<file path="src/verilog/adcpm_pkg.sv">
// Shared constants and types for the converter power-mode block
//
// How it works
// Hold internal reset 100us; no conversions
// Leave reset in internal clock mode, strobe high
// First one on data input is start bit
// Data output shifts zeros before first conversion
// Shutdown pin: high internal, float external, low off
// Host: internal compensation needs external clock <=400kHz
// Host: serial clock at least 100kHz
// Power bits pick ext, int, fast, full
// Shutdown pin low forces full power-down always; code ignores it until power-on reset ends
// Serial shifting continues in software power-down
// Software power-down waits for conversion end
// Result still readable after software power-down
// Start bit wakes; new byte sets mode
// High power bit one stays up, zero sleeps
// Host: wait 5us after fast wake, internal
// Shutdown pin low aborts conversion at once
// External reference kept on: no wake delay
// Host: wait 20ms, discharged external capacitor
// Host: wait 50us after fast wake, external
// Host: settle 2ms in fast power-down
// Conversion starts on fall after eighth bit
// Shutdown pin arrives two-bit encoded, sampled continuously

package adcpm_pkg;

	// ------------------------------------------------------------
	// Timing
	// ------------------------------------------------------------
	localparam int CLK_MHZ      = 250;
	localparam int POR_TIME_US  = 100;
	localparam int POR_CYC      = POR_TIME_US * CLK_MHZ;
	localparam int CONV_TIME_NS = 10000;
	localparam int SAR_STEPS    = 12;
	localparam int SAR_BITS     = 10;
	localparam int STEP_CYC     = CONV_TIME_NS * CLK_MHZ / 1000 / SAR_STEPS;
	localparam int WAKE_TIME_NS = 5000;
	localparam int WAKE_CYC     = WAKE_TIME_NS * CLK_MHZ / 1000;

	// ------------------------------------------------------------
	// Registers
	// ------------------------------------------------------------
	localparam logic [3:0]  REG_STATUS = 4'h0;
	localparam logic [3:0]  REG_RESULT = 4'h4;
	localparam logic [3:0]  REG_CTRL   = 4'h8;
	localparam logic        CTRL_RESET = 1'h0;

	// ------------------------------------------------------------
	// Encodings
	// ------------------------------------------------------------
	localparam logic [1:0] SHUT_LOW   = 2'h0;
	localparam logic [1:0] SHUT_FLOAT = 2'h1;
	localparam logic [1:0] SHUT_HIGH  = 2'h3;
	localparam logic [1:0] PM_EXT     = 2'h3;
	localparam logic [1:0] PM_INT     = 2'h2;
	localparam logic [1:0] PM_FAST    = 2'h1;
	localparam logic [1:0] PM_FULL    = 2'h0;
	localparam logic [1:0] COMP_INT   = 2'h1;
	localparam logic [1:0] COMP_EXT   = 2'h2;
	localparam logic [1:0] COMP_OFF   = 2'h0;

	typedef enum logic [6:0] {
		ST_POR  = 7'h01,
		ST_IDLE = 7'h02,
		ST_CTRL = 7'h04,
		ST_ARM  = 7'h08,
		ST_CONV = 7'h10,
		ST_SWPD = 7'h20,
		ST_HWSD = 7'h40
	} adcpm_state_t;

	typedef struct packed {
		logic sclk;
		logic cs_n;
		logic din;
	} adcpm_link_in_t;

	typedef struct packed {
		logic dout;
		logic dout_oe;
		logic strobe;
		logic strobe_oe;
	} adcpm_link_out_t;

endpackage : adcpm_pkg

</file>
<file path="src/verilog/adcpm_top.sv">
// Power-mode and power-on sequencing of the serial converter
`timescale 1ns/10ps
`default_nettype none

module adcpm_top #(
	parameter int POR_CYCLES = adcpm_pkg::POR_CYC
) (
	input  wire logic                       mclk,
	input  wire logic                       srst,
	input  wire adcpm_pkg::adcpm_link_in_t  link_in,
	output var  adcpm_pkg::adcpm_link_out_t link_out,
	input  wire logic [1:0]                 shutdown_pin,
	input  wire logic [9:0]                 sample_code,
	input  wire logic [3:0]                 reg_addr,
	input  wire logic [31:0]                reg_wdata,
	input  wire logic                       reg_wr,
	input  wire logic                       reg_rd,
	output logic [31:0]                     reg_rdata
);

	adcpm_pkg::adcpm_state_t st_ff;
	adcpm_pkg::adcpm_state_t nxt_st;
	adcpm_pkg::adcpm_state_t rest_st;

	logic        sclk_q_ff;
	logic [14:0] por_cnt_ff;
	logic [7:0]  ctrl_sh_ff;
	logic [2:0]  bit_cnt_ff;
	logic [1:0]  mode_ff;
	logic        clk_ext_ff;
	logic        run_ext_ff;
	logic        strobe_ff;
	logic [15:0] dout_sh_ff;
	logic        valid_ff;
	logic [9:0]  result_ff;
	logic [10:0] ref_cnt_ff;
	logic        ref_rdy_ff;
	logic        ext_ref_ff;
	logic [31:0] rdata_ff;

	wire         sclk_rise;
	wire         sclk_fall;
	wire         cs_act;
	wire         din;
	wire         pin_off;
	wire  [1:0]  comp_sel;
	wire         por_done;
	wire         awake_idle;
	wire         start_bit;
	wire         ctrl_shift;
	wire         byte_done;
	wire         conv_go;
	wire         run_ext;
	wire         sar_busy;
	wire         sar_done;
	wire  [9:0]  sar_result;
	wire         sel_status;
	wire         sel_result;
	wire         sel_ctrl;
	wire  [31:0] status_w;
	wire  [31:0] rd_mux;

	// ------------------------------------------------------------
	// Link pins and shutdown decode
	// ------------------------------------------------------------
	assign din       = link_in.din;
	assign cs_act    = ~link_in.cs_n;
	assign sclk_rise = link_in.sclk & ~sclk_q_ff;
	assign sclk_fall = ~link_in.sclk & sclk_q_ff;
	assign pin_off   = shutdown_pin == adcpm_pkg::SHUT_LOW;
	assign comp_sel  = pin_off ? adcpm_pkg::COMP_OFF :
		(shutdown_pin == adcpm_pkg::SHUT_HIGH ? adcpm_pkg::COMP_INT : adcpm_pkg::COMP_EXT);

	always_ff @(posedge mclk) begin
		if (srst) begin
			sclk_q_ff <= 1'b0;
		end else begin
			sclk_q_ff <= link_in.sclk;
		end
	end

	// ------------------------------------------------------------
	// Power-on reset timer
	// ------------------------------------------------------------
	assign por_done = por_cnt_ff == 15'(POR_CYCLES - 1);

	always_ff @(posedge mclk) begin
		if (srst) begin
			por_cnt_ff <= 15'h0000;
		end else if (st_ff == adcpm_pkg::ST_POR) begin
			por_cnt_ff <= por_cnt_ff + 15'h0001;
		end
	end

	// ------------------------------------------------------------
	// Control byte capture
	// ------------------------------------------------------------
	assign awake_idle = st_ff == adcpm_pkg::ST_IDLE || st_ff == adcpm_pkg::ST_SWPD;
	assign start_bit  = sclk_rise & cs_act & din & awake_idle;
	assign ctrl_shift = sclk_rise & cs_act & (st_ff == adcpm_pkg::ST_CTRL);
	assign byte_done  = ctrl_shift & (bit_cnt_ff == 3'h7);
	assign conv_go    = sclk_fall & cs_act & (st_ff == adcpm_pkg::ST_ARM);
	assign run_ext    = ctrl_sh_ff[1] ? ctrl_sh_ff[0] : clk_ext_ff;

	always_ff @(posedge mclk) begin
		if (srst) begin
			ctrl_sh_ff <= 8'h00;
			bit_cnt_ff <= 3'h0;
		end else if (start_bit) begin
			ctrl_sh_ff <= 8'h01;
			bit_cnt_ff <= 3'h1;
		end else if (ctrl_shift) begin
			ctrl_sh_ff <= {ctrl_sh_ff[6:0], din};
			bit_cnt_ff <= bit_cnt_ff + 3'h1;
		end
	end

	always_ff @(posedge mclk) begin
		if (srst) begin
			mode_ff    <= adcpm_pkg::PM_INT;
			clk_ext_ff <= 1'b0;
			run_ext_ff <= 1'b0;
		end else if (conv_go) begin
			mode_ff    <= ctrl_sh_ff[1:0];
			clk_ext_ff <= run_ext;
			run_ext_ff <= run_ext;
		end
	end

	// ------------------------------------------------------------
	// Power state machine
	// ------------------------------------------------------------
	assign rest_st = mode_ff[1] ? adcpm_pkg::ST_IDLE : adcpm_pkg::ST_SWPD;

	always_comb begin
		nxt_st = st_ff;
		unique case (st_ff)
			adcpm_pkg::ST_POR: begin
				if (por_done) begin
					nxt_st = adcpm_pkg::ST_IDLE;
				end
			end
			adcpm_pkg::ST_IDLE, adcpm_pkg::ST_SWPD: begin
				if (start_bit) begin
					nxt_st = adcpm_pkg::ST_CTRL;
				end
			end
			adcpm_pkg::ST_CTRL: begin
				if (!cs_act) begin
					nxt_st = rest_st;
				end else if (byte_done) begin
					nxt_st = adcpm_pkg::ST_ARM;
				end
			end
			adcpm_pkg::ST_ARM: begin
				if (!cs_act) begin
					nxt_st = rest_st;
				end else if (sclk_fall) begin
					nxt_st = adcpm_pkg::ST_CONV;
				end
			end
			adcpm_pkg::ST_CONV: begin
				if (sar_done) begin
					nxt_st = rest_st;
				end
			end
			adcpm_pkg::ST_HWSD: begin
				if (!pin_off) begin
					nxt_st = rest_st;
				end
			end
		endcase
		if (pin_off && st_ff != adcpm_pkg::ST_POR) begin
			nxt_st = adcpm_pkg::ST_HWSD;
		end
	end

	always_ff @(posedge mclk) begin
		if (srst) begin
			st_ff <= adcpm_pkg::ST_POR;
		end else begin
			st_ff <= nxt_st;
		end
	end

	// ------------------------------------------------------------
	// Converter core
	// ------------------------------------------------------------
	adcpm_sar u_sar (
		.mclk        (mclk),
		.srst        (srst),
		.start       (conv_go),
		.ext_clk     (run_ext),
		.sclk_fall   (sclk_fall),
		.abort       (pin_off),
		.sample_code (sample_code),
		.busy        (sar_busy),
		.done        (sar_done),
		.result      (sar_result)
	);

	// ------------------------------------------------------------
	// Strobe and data output
	// ------------------------------------------------------------
	always_ff @(posedge mclk) begin
		if (srst) begin
			strobe_ff <= 1'b1;
		end else if (conv_go) begin
			strobe_ff <= run_ext;
		end else if (run_ext_ff && sclk_fall) begin
			strobe_ff <= 1'b0;
		end else if (!run_ext_ff && (sar_done || pin_off)) begin
			strobe_ff <= 1'b1;
		end
	end

	always_ff @(posedge mclk) begin
		if (srst) begin
			dout_sh_ff <= 16'h0000;
			valid_ff   <= 1'b0;
			result_ff  <= 10'h000;
		end else if (sar_done) begin
			dout_sh_ff <= {sar_result, 6'h00};
			valid_ff   <= 1'b1;
			result_ff  <= sar_result;
		end else if (sclk_fall && cs_act) begin
			dout_sh_ff <= {dout_sh_ff[14:0], 1'b0};
		end
	end

	assign link_out = '{
		dout:      dout_sh_ff[15],
		dout_oe:   cs_act,
		strobe:    strobe_ff,
		strobe_oe: ~run_ext_ff | cs_act
	};

	// ------------------------------------------------------------
	// Reference wake-up
	// ------------------------------------------------------------
	always_ff @(posedge mclk) begin
		if (srst) begin
			ref_rdy_ff <= 1'b1;
			ref_cnt_ff <= 11'h000;
		end else if (pin_off) begin
			ref_rdy_ff <= ext_ref_ff;
			ref_cnt_ff <= 11'h000;
		end else if (!ref_rdy_ff) begin
			ref_cnt_ff <= ref_cnt_ff + 11'h001;
			ref_rdy_ff <= ref_cnt_ff == 11'(adcpm_pkg::WAKE_CYC - 1);
		end
	end

	// ------------------------------------------------------------
	// Register port
	// ------------------------------------------------------------
	assign sel_status = reg_addr == adcpm_pkg::REG_STATUS;
	assign sel_result = reg_addr == adcpm_pkg::REG_RESULT;
	assign sel_ctrl   = reg_addr == adcpm_pkg::REG_CTRL;
	assign status_w   = {17'h00000, st_ff == adcpm_pkg::ST_POR, ref_rdy_ff, valid_ff,
		comp_sel, clk_ext_ff, mode_ff, st_ff};
	assign rd_mux     = sel_status ? status_w :
		sel_result ? {22'h000000, result_ff} :
		sel_ctrl ? {31'h00000000, ext_ref_ff} : 32'h00000000;

	always_ff @(posedge mclk) begin
		if (srst) begin
			ext_ref_ff <= adcpm_pkg::CTRL_RESET;
		end else if (reg_wr && sel_ctrl) begin
			ext_ref_ff <= reg_wdata[0];
		end
	end

	always_ff @(posedge mclk) begin
		if (srst || !reg_rd) begin
			rdata_ff <= 32'h00000000;
		end else begin
			rdata_ff <= rd_mux;
		end
	end

	assign reg_rdata = rdata_ff;
endmodule : adcpm_top

`default_nettype wire

</file>
<file path="src/verilog/adcpm_sar.sv">
// Successive-approximation sequencer, internal or serial-clock paced
`timescale 1ns/10ps
`default_nettype none

module adcpm_sar (
	input  wire logic       mclk,
	input  wire logic       srst,
	input  wire logic       start,
	input  wire logic       ext_clk,
	input  wire logic       sclk_fall,
	input  wire logic       abort,
	input  wire logic [9:0] sample_code,
	output logic            busy,
	output logic            done,
	output logic [9:0]      result
);

	logic [3:0]  step_ff;
	logic [7:0]  tick_ff;
	logic        busy_ff;
	logic        done_ff;
	logic        ext_ff;
	logic [9:0]  sar_ff;
	wire         tick_end;
	wire         step_en;
	wire         last_step;
	wire         bit_step;
	wire  [9:0]  trial;

	// ------------------------------------------------------------
	// Step pacing
	// ------------------------------------------------------------
	assign tick_end  = tick_ff == 8'(adcpm_pkg::STEP_CYC - 1);
	assign step_en   = busy_ff & (ext_ff ? sclk_fall : tick_end);
	assign last_step = step_ff == 4'(adcpm_pkg::SAR_STEPS - 1);
	assign bit_step  = step_ff < 4'(adcpm_pkg::SAR_BITS);
	assign trial     = sar_ff | (10'h200 >> step_ff);

	always_ff @(posedge mclk) begin
		if (srst || !busy_ff || tick_end) begin
			tick_ff <= 8'h00;
		end else begin
			tick_ff <= tick_ff + 8'h01;
		end
	end

	// ------------------------------------------------------------
	// Sequencer
	// ------------------------------------------------------------
	always_ff @(posedge mclk) begin
		done_ff <= 1'b0;
		if (srst) begin
			busy_ff <= 1'b0;
			step_ff <= 4'h0;
			sar_ff  <= 10'h000;
			ext_ff  <= 1'b0;
		end else if (abort) begin
			busy_ff <= 1'b0;
		end else if (start) begin
			busy_ff <= 1'b1;
			step_ff <= 4'h0;
			sar_ff  <= 10'h000;
			ext_ff  <= ext_clk;
		end else if (step_en) begin
			if (bit_step && trial <= sample_code) begin
				sar_ff <= trial;
			end
			step_ff <= step_ff + 4'h1;
			if (last_step) begin
				busy_ff <= 1'b0;
				done_ff <= 1'b1;
			end
		end
	end

	assign busy   = busy_ff;
	assign done   = done_ff;
	assign result = sar_ff;
endmodule : adcpm_sar

`default_nettype wire

</file>
<file path="config.mk">
export PLATFORM = sky130hd
export DESIGN_NAME = adcpm_top
export DESIGN_NICKNAME = d
export VERILOG_FILES = /design/src/verilog/adcpm_pkg.sv /design/src/verilog/adcpm_top.sv /design/src/verilog/adcpm_sar.sv
export SDC_FILE = /design/constraint.sdc
export NUM_CORES = 1
export LEC_CHECK = 0
export ABC_AREA = 1
export BUFFER_PORTS_ARGS = -buffer_cell sky130_fd_sc_hd__buf_2
export CELL_PAD_IN_SITES_DETAIL_PLACEMENT = 1
export CELL_PAD_IN_SITES_GLOBAL_PLACEMENT = 2
export CORE_MARGIN = 8
export CORE_UTILIZATION = 34
export CTS_CLUSTER_SIZE = 10
export DETAILED_ROUTE_END_ITERATION = 8
export HOLD_SLACK_MARGIN = 0.02
export PLACE_DENSITY = 0.91
export SYNTH_ARGS = -nofsm -noshare
export SYNTH_HDL_FRONTEND = slang
export SYNTH_SLANG_ARGS = --single-unit
</file>
<file path="constraint.sdc">
create_clock -name mclk -period 3.2 [get_ports mclk]
set_clock_uncertainty 0.1 [all_clocks]
set_input_delay 0.64 -clock mclk [delete_from_list [all_inputs] [get_ports mclk]]
set_output_delay 0.64 -clock mclk [all_outputs]
set_load 0.02 [all_outputs]
</file>
Word level (Yosys, flattened, before mapping)
Index checks and enable logic that the tools add are counted.
{ "totals": {"out_inout_bits": 36, "in_bits": 55, "wordCells": 151, "reg_bits": 123} }
{ "classes": {"shifts": 1, "addsub": 5, "muxes": 38, "magnitude_cmp": 2, "n_bitwise": 18, "eq_ne": 28, "reduce_logical": 34} }
{ "ops": {"columns": ["cell", "count"], "rows": [
  ["$mux W7", 9],
  ["$pmux W7 S6", 1],
  ["$mux W10", 4],
  ["$mux W16", 2],
  ["$mux W1", 16],
  ["$add A15 B1 Y15 const B", 1],
  ["$eq A15 B15 Y1 const B", 1],
  ["$mux W15", 1],
  ["$ne A3 B3 Y1 const B", 4],
  ["$reduce_and A6 Y1", 2],
  ["$add A11 B1 Y11 const B", 1],
  ["$eq A11 B11 Y1 const B", 1],
  ["$and A1 B1 Y1", 10],
  ["$le A10 B10 Y1", 1],
  ["$or A10 B10 Y10", 1],
  ["$reduce_bool A2 Y1", 5],
  ["$shr A10 B4 Y10 const A", 1],
  ["$add A8 B1 Y8 const B", 1],
  ["$eq A4 B4 Y1 const B", 2],
  ["$eq A8 B8 Y1 const B", 1],
  ["$mux W4", 2],
  ["$ne A4 B3 Y1 const B", 2],
  ["$reduce_or A2 Y1", 4],
  ["$eq A7 B1 Y1 const B", 1],
  ["30 further kinds", 52]
]} }

Logic depth before layout (Yosys ltp)
Gate-level depths: netlist of the first run.
{ "depth": {"word_depth": 9, "ltp_mapped": 15, "depth_no_buf": 15} }

By module
From an unflattened synthesis of the first run, not the netlist that was laid out.
{ "hier_totals": {"hier_cells": 728, "hier_area_um2": 5347.6} }
{ "by_module_without_submodules": {"columns": ["mod", "n_inst", "cells_each", "seq_area_each_um2", "area_each_um2"], "rows": [
  ["adcpm_top", 1, 522, 1621.6, 3797.4],
  ["adcpm_sar", 1, 206, 500.5, 1550.2]
]} }

Worst setup path after synthesis of the first run
OpenSTA, ideal clock, no wires.
{ "synth_path": {"path_kind": "register -> register", "start": "register u_sar.step_ff[0]", "end": "register u_sar.sar_ff[9] (netlist: u_sar.result[9])", "period_less_slack_ps": 2117, "required_time_ps": 3030, "path_stages_with_launch": 15, "setup_time_ps": 70, "setup_slack_ps": 1083, "path_buffers": 1, "t_arrival_ps": 1947, "cell_sequence": "dfxtp_1 -> inv_1 -> ha_1 -> a31o_2 -> ha_1 -> nand2_1 -> inv_1 -> nand2_1 -> nand2_1 -> nand2_1 -> nand3_1 -> nand2_1 -> buf_2 -> nand4_1 -> a21oi_1"} }
{ "synth_via": {"elab_chain_len": 6, "elab_cells_between_ends": 10, "cone_classes": "order compare (2); shift (1); mux (3); bitwise (1); reduce/logical (3)"} }
{ "synth_lines": {"columns": ["element", "line_no", "rtl"], "rows": [
  ["from (decl)", "adcpm_sar.sv:18", "logic [3:0] step_ff;"],
  ["from (signal assigned)", "adcpm_sar.sv:68", "step_ff <= step_ff + 4'h1;"],
  ["$shr A10 B4 Y10", "adcpm_sar.sv:37", "assign trial = sar_ff | (10'h200 >> step_ff);"],
  ["$or A10 B10 Y10", "adcpm_sar.sv:37", null],
  ["$le A10 B10 Y1", "adcpm_sar.sv:65", "if (bit_step && trial <= sample_code) begin"],
  ["$logic_and A1 B1 Y1", "adcpm_sar.sv:65", null],
  ["$reduce_bool A2 Y1 (no source line)", null, null],
  ["$reduce_and A3 Y1 (no source line)", null, null],
  ["to (signal assigned)", "adcpm_sar.sv:66", "sar_ff <= trial;"],
  ["to (decl)", "adcpm_sar.sv:23", "logic [9:0] sar_ff;"]
]} }
Parallel ways exist; a longest one is shown, timed or not. The select of a mux whose other input is x is not followed.
A chain may end at the register's enable or synchronous reset.

Worst setup path in the final report of the first run
{ "layout_path": {"start": "register u_sar.step_ff[0]", "end": "register u_sar.sar_ff[4] (netlist: u_sar.result[4])"} }
The elaborated chain is that of the path after synthesis.

==> run_results.csv, run 1 <==
group,metric,value,unit
logic_synthesis,synth_cells,692,
grt,grt.total_usage,14.2,%
setup_path,cp.required,3320,ps
grt,grt_max_degree,42,
setup_path,critPathSlowestCell,"dfxtp_1",
logic_synthesis,ys.flop_type,"dfxtp_1",
clocking,htreeDepth,3,
detailed_routing,via_count,4605,
detailed_routing,wl_per_cell,14.7,µm
setup_path,r2r-end,"u_sar.result[4]",
logic_synthesis,synth_top_cell_area_share,40.7,%
setup_path,arrival,2880,ps
logic_synthesis,synth.largest_area_cell,"dfxtp_1",
clocking,cts.sinks,106,
sta,worst_pin_slew,584,ps
logic_synthesis,synth.distinct_cells,45,
layout,diodes,0,
layout,multiInputGateArea,2600,µm²
logic_synthesis,ys_seq_area_share,40.7,%
power_and_ir_drop,power,0.00306,W
setup_path,path_cells,"inv_1 > ha_1 > a31o_2 > ha_1 > nand2_1 > inv_1 > nand2_1 > nand2_1 > nand2_1 > nand3_1 > nand2_1 > nand3_2 > nand3_1 > a21oi_1",
floorplan,die_h,140,µm
status,status,"finished clean",
placement,post-place-ws,464,ps
grt,grt_overflow,0,
clocking,cts-hold-fix-buffers,0,
clocking,clk_latency,360,ps
setup_path,cp_top_family,"simple AND/OR/NAND/NOR gates",
detailed_routing,viasPerCell,4.99,
clocking,cts.clk_slew.worst_paths,70,ps
logic_synthesis,synthArstFlopShare,0,%
worst_hold_path,worstHoldEndpoint,"reg_rdata[12]",
logic_synthesis,synth_edf_count,0,
power_and_ir_drop,p_leak,2.42,nW
floorplan,dieWidth,140,µm
layout,register_area,2120,µm²
grt,grt_pass1_wl,22800,µm
logic_synthesis,netlist_top_cells_area,"dfxtp_1 41%, nand2_1 9.9%, a21oi_1 6.1%, inv_1 5.5%, nand3_1 5.4%",
logic_synthesis,yosysWarnings,0,
placement,gp_congestion,0.846,
power_and_ir_drop,power_density,527,nW/µm²
detailed_routing,drc,0,
sta,setup_viol,0,
floorplan,die_area,19500,µm²
clocking,post_cts_resized,0,
sta,timing.final.max_slew_violations,0,
clocking,postCtsSetupBuffers,0,
detailed_routing,drt-pass1-iter-count,4,
clocking,cts_root_buf,"clkbuf_16",
clocking,tritoncts,"done",
setup_path,crit_top_cell,"nand2_1",
clocking,cts_made_buffers,9,
worst_hold_path,hold_depth,2,
power_and_ir_drop,ir_drop,0.300,mV
sta,max_freq,0.362,GHz
sta,hold_slack,341,ps
setup_path,r2r_start,"u_sar.step_ff[0]",
worst_hold_path,min_path_type,"flop to flop",
setup_path,endpoint_kind,"flop",
layout,fin_area,5800,µm²
floorplan,start_util,34.5,%
sta,fin_ws,438,ps
logic_synthesis,yosys_register_bits,106,
logic_synthesis,synth.avg_cell_area,7.53,µm²
grt,antenna_found_initial,0,
sta,finalCritPeriodShare,86.3,%
sta,timing.setup.tns,0,ps
detailed_routing,final_antenna_net_count,0,
sta,hold_viol_final,0,
worst_hold_path,hp-start,"valid_ff",
floorplan,core_area,15100,µm²
setup_path,path_buf_inv,2,
layout,area_growth,11.2,%
setup_path,cp.depth,14,
floorplan,num_rows,45,
sta,slew_headroom,60.9,%
setup_path,path_class,"flop to flop",
layout,num-fill-cells,1936,
placement,placed_cell_area,5510,µm²
setup_path,slowest_delay,410,ps
clocking,clock_path_buffers,2,
logic_synthesis,yosysMostFrequentCell,"nand2_1",
detailed_routing,finalWirelength,13600,µm
setup_path,r2r_setup_slack,440,ps
logic_synthesis,synth_area,5210,µm²
placement,hpwl,10500,µm
setup_path,start_kind,"flop",
detailed_routing,drt_iter0_drc,180,
run,drv_cap,0,
layout,drive_above_1_share,14.3,%
floorplan,io-pin-count,91,
logic_synthesis,ys_top_cells_by_count,"137 x nand2_1, 106 x dfxtp_1, 76 x inv_1",
setup_path,rr_worst_depth,14,
setup_path,cp_max_fo,11,
placement,io_buffers,42,
sta,rsz0062_at_grt,"false",
grt,grt_pass1_vias,4710,
layout,nets,806,
sta,period_needed,2760,ps
## logic make-up (layout without fill, tap and decap cells)
group | count (synthesis) | after routing | share of synthesized area (%)
AND/OR/NAND/NOR | 315 | 315 | 29.4
AO/OA/AOI/OAI | 123 | 123 | 13.2
buffers and inverters | 120 | 146 | 10.5
flip-flops | 106 | 106 | 40.7
adder cells (fa/ha/maj) | 22 | 22 | 5.28
XOR/XNOR | 5 | 5 | 0.841
other | 1 | 17 | 0.0720
## stage by stage
step                utilization [%]  instances
finish                         38.4        922
floorplan                         -        708
global placement               36.5        906
detailed placement             36.5        906
CTS                            38.4        922
global route                   38.4        922
## metal layers
metal  part of all wire [%]  track usage [%]
met2                     47             23.3
met5                      0                0
met4                    1.9             6.29
met3                    3.9             2.70
met1                     47             17.8
## layout by cell type, fill, tap and decap left out, types with 6 or more instances in the layout
| cell type | synthesis | layout |
|---|---|---|
| inv_1 | 76 | 76 |
| o21ai_0 | 29 | 29 |
| nand3_1 | 56 | 56 |
| a21oi_1 | 63 | 63 |
| buf_2 | 3 | 42 |
| clkbuf_16 | 0 | 9 |
| inv_2 | 6 | 6 |
| nor2_4 | 6 | 6 |
| nand4_1 | 19 | 19 |
| conb_1 | 1 | 17 |
| dfxtp_1 | 106 | 106 |
| nor3_1 | 17 | 17 |
| a31oi_1 | 10 | 10 |
| nor2_2 | 8 | 8 |
| nor2_1 | 45 | 45 |
| ha_1 | 22 | 22 |
| nand2_2 | 6 | 6 |
| nand2_1 | 137 | 137 |
## worst max path at each step
| stage | startpoint | to | slack (ps) |
|---|---|---|---|
| final | u_sar.step_ff[0] | u_sar.result[4] | 440 |
| after global routing | u_sar.step_ff[0] | u_sar.result[8] | 230 |
| after CTS | u_sar.step_ff[0] | u_sar.result[4] | 420 |
| after detailed placement | u_sar.step_ff[0] | u_sar.result[4] | 460 |
| after global placement | u_sar.step_ff[0] | u_sar.result[7] | 580 |
| after floorplan | u_sar.step_ff[0] | u_sar.result[9] | 1080 |
## tightest hold or removal path, cell delays in order (launching register included)
cell and delay, ps:
dfxtp_1 300, inv_1 60, nor2_1 40
## power breakdown
part           internal (W)  switching [W]  total [W]
clock              0.000569       0.000492    0.00106
sequential          0.00137      0.0000432    0.00141
combinational      0.000171       0.000416   0.000587
## layout make-up
cell class	instances	area share, %
clock buffer	12	4.43
clock inverter	4	0.453
inverter	85	5.55
multi-input combinational	482	44.9
sequential	106	36.6
tap	188	4.06
timing repair buffer	45	4.02
## flip-flops by register name, summed over array words and instances (netlist names), 2 cells and up
name,count
mode_ff,2
u_sar.result,10
result_ff,10
u_sar.step_ff,4
bit_cnt_ff,3
dout_sh_ff,10
por_cnt_ff,15
ctrl_sh_ff,2
ref_cnt_ff,11
u_sar.tick_ff,8
reg_rdata,15
st_ff,7
(Power assumes the default switching activity.)
==> run 2, diff against run 1 <==
- CELL_PAD_IN_SITES_DETAIL_PLACEMENT: 1 -> unset
- CELL_PAD_IN_SITES_GLOBAL_PLACEMENT: 2 -> unset
- CORE_UTILIZATION: 34 -> 58
- PLACE_DENSITY: 0.91 -> 0.89
==> run 2 against run 1 <==
Critical path depth is 1 lower. Highest routed layer unchanged. Final cell count decreased by 8.9%. Global-route usage is 4.0 points higher. First-iteration DRC count increased by 45%. Critical endpoint is now u_sar.result[6].
==> run_results.csv, run 2 (synthesis gave the netlist of run 1 again) <==
group,metric,value,unit
setup_path,r2r_setup_slack,440,ps
detailed_routing,final_antenna_net_count,0,
sta,period_needed,2760,ps
sta,hold_viol_final,0,
setup_path,crit_top_cell,"nand2_1",
grt,grt_pass1_wl,19300,µm
worst_hold_path,hold_depth,2,
setup_path,arrival,2900,ps
sta,max_freq,0.362,GHz
clocking,tritoncts,"done",
placement,hpwl,8450,µm
grt,grt.total_usage,18.2,%
floorplan,start_util,59.7,%
placement,io_buffers,42,
sta,setup_viol,0,
floorplan,dieWidth,111,µm
placement,gp_congestion,0.900,
power_and_ir_drop,power_density,507,nW/µm²
clocking,cts_root_buf,"clkbuf_8",
setup_path,critPathSlowestCell,"dfxtp_1",
layout,num-fill-cells,733,
worst_hold_path,hp-start,"valid_ff",
floorplan,core_area,8720,µm²
sta,timing.setup.tns,0,ps
clocking,cts-hold-fix-buffers,0,
setup_path,r2r-end,"u_sar.result[6]",
layout,nets,806,
layout,final_cell_mix,"137 x nand2_1, 106 x dfxtp_1, 76 x inv_1, 63 x a21oi_1, 56 x nand3_1",
floorplan,num_rows,34,
layout,drive_above_1_share,14.1,%
setup_path,crit_start,"u_sar.step_ff[0]",
setup_path,cp_max_fo,11,
sta,timing.final.max_slew_violations,0,
setup_path,cp.required,3340,ps
grt,grt_overflow,0,
setup_path,path_class,"flop to flop",
detailed_routing,finalWirelength,11200,µm
status,status,"finished clean",
setup_path,rr_worst_depth,13,
detailed_routing,drt_iter0_drc,261,
setup_path,start_kind,"flop",
sta,slew_headroom,61.3,%
detailed_routing,drt-pass1-iter-count,4,
grt,grt_max_degree,45,
placement,post-place-ws,516,ps
clocking,cts.clk_slew.worst_paths,90,ps
layout,post-route-util,64.4,%
clocking,cts.sinks,106,
floorplan,io-pin-count,91,
detailed_routing,drc,0,
floorplan,die_h,111,µm
grt,antenna_found_initial,0,
run,drv_cap,0,
sta,worst_pin_slew,579,ps
clocking,cts_made_buffers,9,
clocking,postCtsSetupBuffers,0,
grt,grt_pass1_vias,4312,
worst_hold_path,worstHoldEndpoint,"reg_rdata[12]",
setup_path,endpoint_kind,"flop",
detailed_routing,viasPerCell,5.48,
detailed_routing,via_count,4606,
floorplan,die_area,12300,µm²
layout,area_growth,7.83,%
power_and_ir_drop,ir_drop,0.280,mV
setup_path,path_cells,"inv_1 > ha_1 > nand2_1 > o21bai_1 > ha_1 > nand2_1 > inv_1 > a21oi_1 > nand3_1 > nand2_1 > nand3_2 > nand3_1 > a21oi_1",
setup_path,slowest_delay,370,ps
clocking,htreeDepth,3,
worst_hold_path,min_path_type,"flop to flop",
sta,rsz0062_at_grt,"false",
sta,fin_ws,437,ps
clocking,clock_path_buffers,2,
layout,diodes,0,
setup_path,r2r_start,"u_sar.step_ff[0]",
clocking,post_cts_resized,0,
clocking,clk_latency,370,ps
power_and_ir_drop,p_leak,2.38,nW
layout,layout_commonest_cell,"nand2_1",
detailed_routing,wl_per_cell,13.4,µm
sta,finalCritPeriodShare,86.3,%
-- run 2: changes by cell type in the layout (fill, tap and decap cells not counted) --
cell / before / now
clkinvlp_4: 1 / 0
clkinv_2: 2 / 0
inv_6: 0 / 1
bufinv_16: 0 / 2
clkbuf_8: 2 / 9
clkbuf_16: 9 / 0
-- run 2: area by class of cell --
type	instances	area (µm²)	area share [%]
Inverter	85	322	5.72
Timing Repair Buffer	45	233	4.14
Tap cell	108	135	2.41
Sequential cell	106	2120	37.8
Clock buffer	10	128	2.27
Clock inverter	4	77.6	1.38
Multi-Input combinational cell	482	2600	46.3
-- run 2: critical path, delay by kind of cell, from the launching register on --
kind | cells | cell delay (ps)
and+or+nand+nor | 6 | 1010
AOI/OAI and AO/OA | 3 | 490
adders and majority gates | 2 | 510
buffers and inverters | 2 | 170
DFF | 1 | 370
-- run 2: stage by stage --
step / instance area (µm²) / total power [W] / std cells / hold slack [ps]
2_1_floorplan: 5270 / 0.00190 / 708 / 316
3_3_place_gp: 5410 / 0.00198 / 826 / 329
3_5_place_dp: 5410 / 0.00200 / 826 / 335
4_1_cts: 5620 / 0.00285 / 840 / 348
5_1_grt: 5620 / 0.00298 / 840 / 368
6_report: 5620 / 0.00285 / 840 / 341
-- run 2: worst max path at each step --
| stage | slack (ps) | to | cells after the start |
|---|---|---|---|
| finish | 440 | u_sar.result[6] | 13 |
| global route | 240 | u_sar.result[3] | 11 |
| CTS | 500 | u_sar.result[6] | 13 |
| detailed placement | 520 | u_sar.result[6] | 11 |
| global placement | 650 | u_sar.result[6] | 11 |
| floorplan | 1080 | u_sar.result[9] | 14 |
-- run 2: power breakdown --
group,total (W),internal (W),switching [W]
combinational,0.000570,0.000171,0.000399
clock,0.000870,0.000437,0.000433
sequential,0.00141,0.00136,0.0000453
-- run 2: layer usage --
layer | wire [µm] | part of all wire (%) | up-vias | track usage, %
met5 | 0 | 0 | - | 0
met4 | 179 | 1.6 | 0 | 7.03
met3 | 781 | 6.9 | 14 | 5.19
met2 | 5190 | 46 | 167 | 29.2
met1 | 5100 | 45 | 2095 | 22.5
li1 | - | - | 2330 | -
==> run 3, diff against run 2 <==
- CORE_ASPECT_RATIO: unset -> 0.5
- CORE_UTILIZATION: 58 -> 60
- PLACE_DENSITY: 0.89 -> 0.92
==> run 3 against run 2 <==
Largest power group unchanged. Global-route usage rose by 1.3 points. Register-to-register slack improved by 40 ps. Sequential power barely moved. The run now ends with design-rule violations left. Total power rose by 8.3%. Fmax rose by 1.5%. Highest routed layer unchanged. Critical path depth did not move. Sequential cell count did not move.
==> run_results.csv, run 3 (synthesis gave the netlist of run 1 again) <==
group,metric,value,unit
setup_path,cp_max_fo,11,
placement,placed_cells,836,
clocking,post_cts_resized,0,
sta,setup_viol,0,
clocking,cts-hold-fix-buffers,0,
sta,worst_pin_slew,683,ps
floorplan,die_area,12100,µm²
setup_path,rr_worst_depth,13,
detailed_routing,via_count,4619,
grt,grt_pass1_vias,4321,
layout,final_cell_mix,"137 x nand2_1, 106 x dfxtp_1, 76 x inv_1, 63 x a21oi_1, 56 x nand3_1",
grt,antenna_found_initial,0,
floorplan,num_rows,24,
floorplan,die_h,81.9,µm
detailed_routing,drt-pass1-iter-count,7,
sta,rsz0062_at_grt,"false",
detailed_routing,wl_per_cell,13.7,µm
grt,grt_overflow,0,
setup_path,start_kind,"flop",
sta,hold_viol_final,0,
status,violations,"design-rule violations",
power_and_ir_drop,pwr-share-clk,35.9,%
clocking,cts.sinks,106,
power_and_ir_drop,ir_drop,0.319,mV
sta,max_freq,0.367,GHz
clocking,clock_path_buffers,2,
sta,timing.setup.tns,0,ps
layout,area_growth,9.99,%
setup_path,critPathSlowestCell,"dfxtp_1",
sta,timing.final.max_slew_violations,0,
sta,period_needed,2720,ps
placement,gp_congestion,0.926,
setup_path,crit_start,"u_sar.step_ff[1]",
setup_path,arrival,2850,ps
detailed_routing,finalWirelength,11600,µm
setup_path,r2r_start,"u_sar.step_ff[1]",
sta,hold_slack,342,ps
clocking,postCtsSetupBuffers,0,
setup_path,cp-endpoint,"u_sar.result[3]",
layout,diodes,0,
detailed_routing,drt_iter0_drc,429,
setup_path,r2r-end,"u_sar.result[3]",
clocking,clk_latency,340,ps
detailed_routing,final_antenna_net_count,0,
grt,grt_pass1_wl,19400,µm
grt,grt_max_degree,28,
detailed_routing,viasPerCell,5.42,
status,status,"finished, violations left",
placement,hpwl,8730,µm
power_and_ir_drop,p_leak,2.43,nW
placement,io_buffers,42,
setup_path,slowest_delay,350,ps
power_and_ir_drop,internal-power,0.00219,W
grt,grt.total_usage,19.5,%
power_and_ir_drop,pwr-share-seq,45.5,%
layout,nets,807,
floorplan,core_area,8560,µm²
layout,fin_cells,852,
clocking,cts_root_buf,"clkbuf_16",
floorplan,dieWidth,148,µm
layout,drive_above_1_share,14.1,%
setup_path,path_class,"flop to flop",
setup_path,r2r_setup_slack,480,ps
power_and_ir_drop,power_density,539,nW/µm²
clocking,cts.clk_slew.worst_paths,70,ps
run,drv_cap,0,
power_and_ir_drop,power_frac_comb,18.6,%
layout,layout_commonest_cell,"nand2_1",
worst_hold_path,hp-start,"valid_ff",
sta,finalCritPeriodShare,85.0,%
worst_hold_path,min_path_type,"flop to flop",
floorplan,io-pin-count,91,
setup_path,path_cells,"inv_1 > ha_1 > nand2_1 > o21bai_1 > ha_1 > nand2_1 > inv_1 > a21oi_1 > nand3_1 > nand2_1 > nand3_2 > nand3_1 > a21oi_1",
detailed_routing,drc,1,
power_and_ir_drop,p_sw,0.000900,W
setup_path,crit_top_cell,"nand2_1",
clocking,tritoncts,"done",
setup_path,endpoint_kind,"flop",
clocking,cts_made_buffers,9,
sta,slew_headroom,54.3,%
power_and_ir_drop,netSwitchingFraction,29.2,%
clocking,htreeDepth,3,
floorplan,start_util,60.9,%
setup_path,cp.required,3330,ps
run 3: cell types whose count changed in the layout (fill, tap and decap cells not counted), sizes merged:
cell | previous run | this run
bufinv | 2 | 1
inv | 84 | 83
buf | 45 | 46
clkbuf | 10 | 14
run 3: metal layers:
metal / share of wire (%) / wire, µm / global-route usage, % / vias to the layer above
li1: - / - / - / 2332
met1: 44 / 5120 / 23.2 / 2100
met2: 47 / 5430 / 34.1 / 162
met3: 7.6 / 885 / 5.22 / 25
met4: 1.8 / 212 / 6.96 / 0
met5: 0 / 0 / 0 / -
run 3: worst min-delay path by stage:
stage	slack (ps)	to	cells past startpoint
after floorplan	320	reg_rdata[12]	2
final	340	reg_rdata[12]	2
after global routing	350	reg_rdata[12]	2
after CTS	340	reg_rdata[12]	2
after global placement	330	reg_rdata[12]	2
after detailed placement	330	reg_rdata[12]	2
run 3: cell type report:
type	count	area, µm²
timing repair buffer	46	240
clock inverter	2	35.0
clock buffer	14	264
tap	117	146
fill	702	2830
inverter	85	322
sequential	106	2120
multi-input combinational	482	2600
run 3: worst max-delay path, delay by kind of cell, from the launching register on:
family	cells	cell delay, ps
buffers and inverters	2	150
AOI/OAI and AO/OA	3	480
and+or+nand+nor	6	1020
DFF	1	350
adders and majority gates	2	490
run 3: stage by stage:
stage,area (µm²),utilization (%),power (W),worst slack [ps]
2_1_floorplan,5270,-,0.00190,1080
3_3_place_gp,5430,63.5,0.00198,662
3_5_place_dp,5430,63.5,0.00200,570
4_1_cts,5730,67.0,0.00309,539
5_1_grt,5730,67.0,0.00322,274
6_report,5730,67.0,0.00309,479
run 3: power by group through the flow:
stage | logic, W | clock network (W) | registers, W
after floorplan | 0.000474 | 0 | 0.00143
after detailed placement | 0.000567 | 0 | 0.00143
after global routing | 0.000633 | 0.00118 | 0.00141
final | 0.000574 | 0.00111 | 0.00140
after CTS | 0.000569 | 0.00112 | 0.00140
after global placement | 0.000548 | 0 | 0.00143
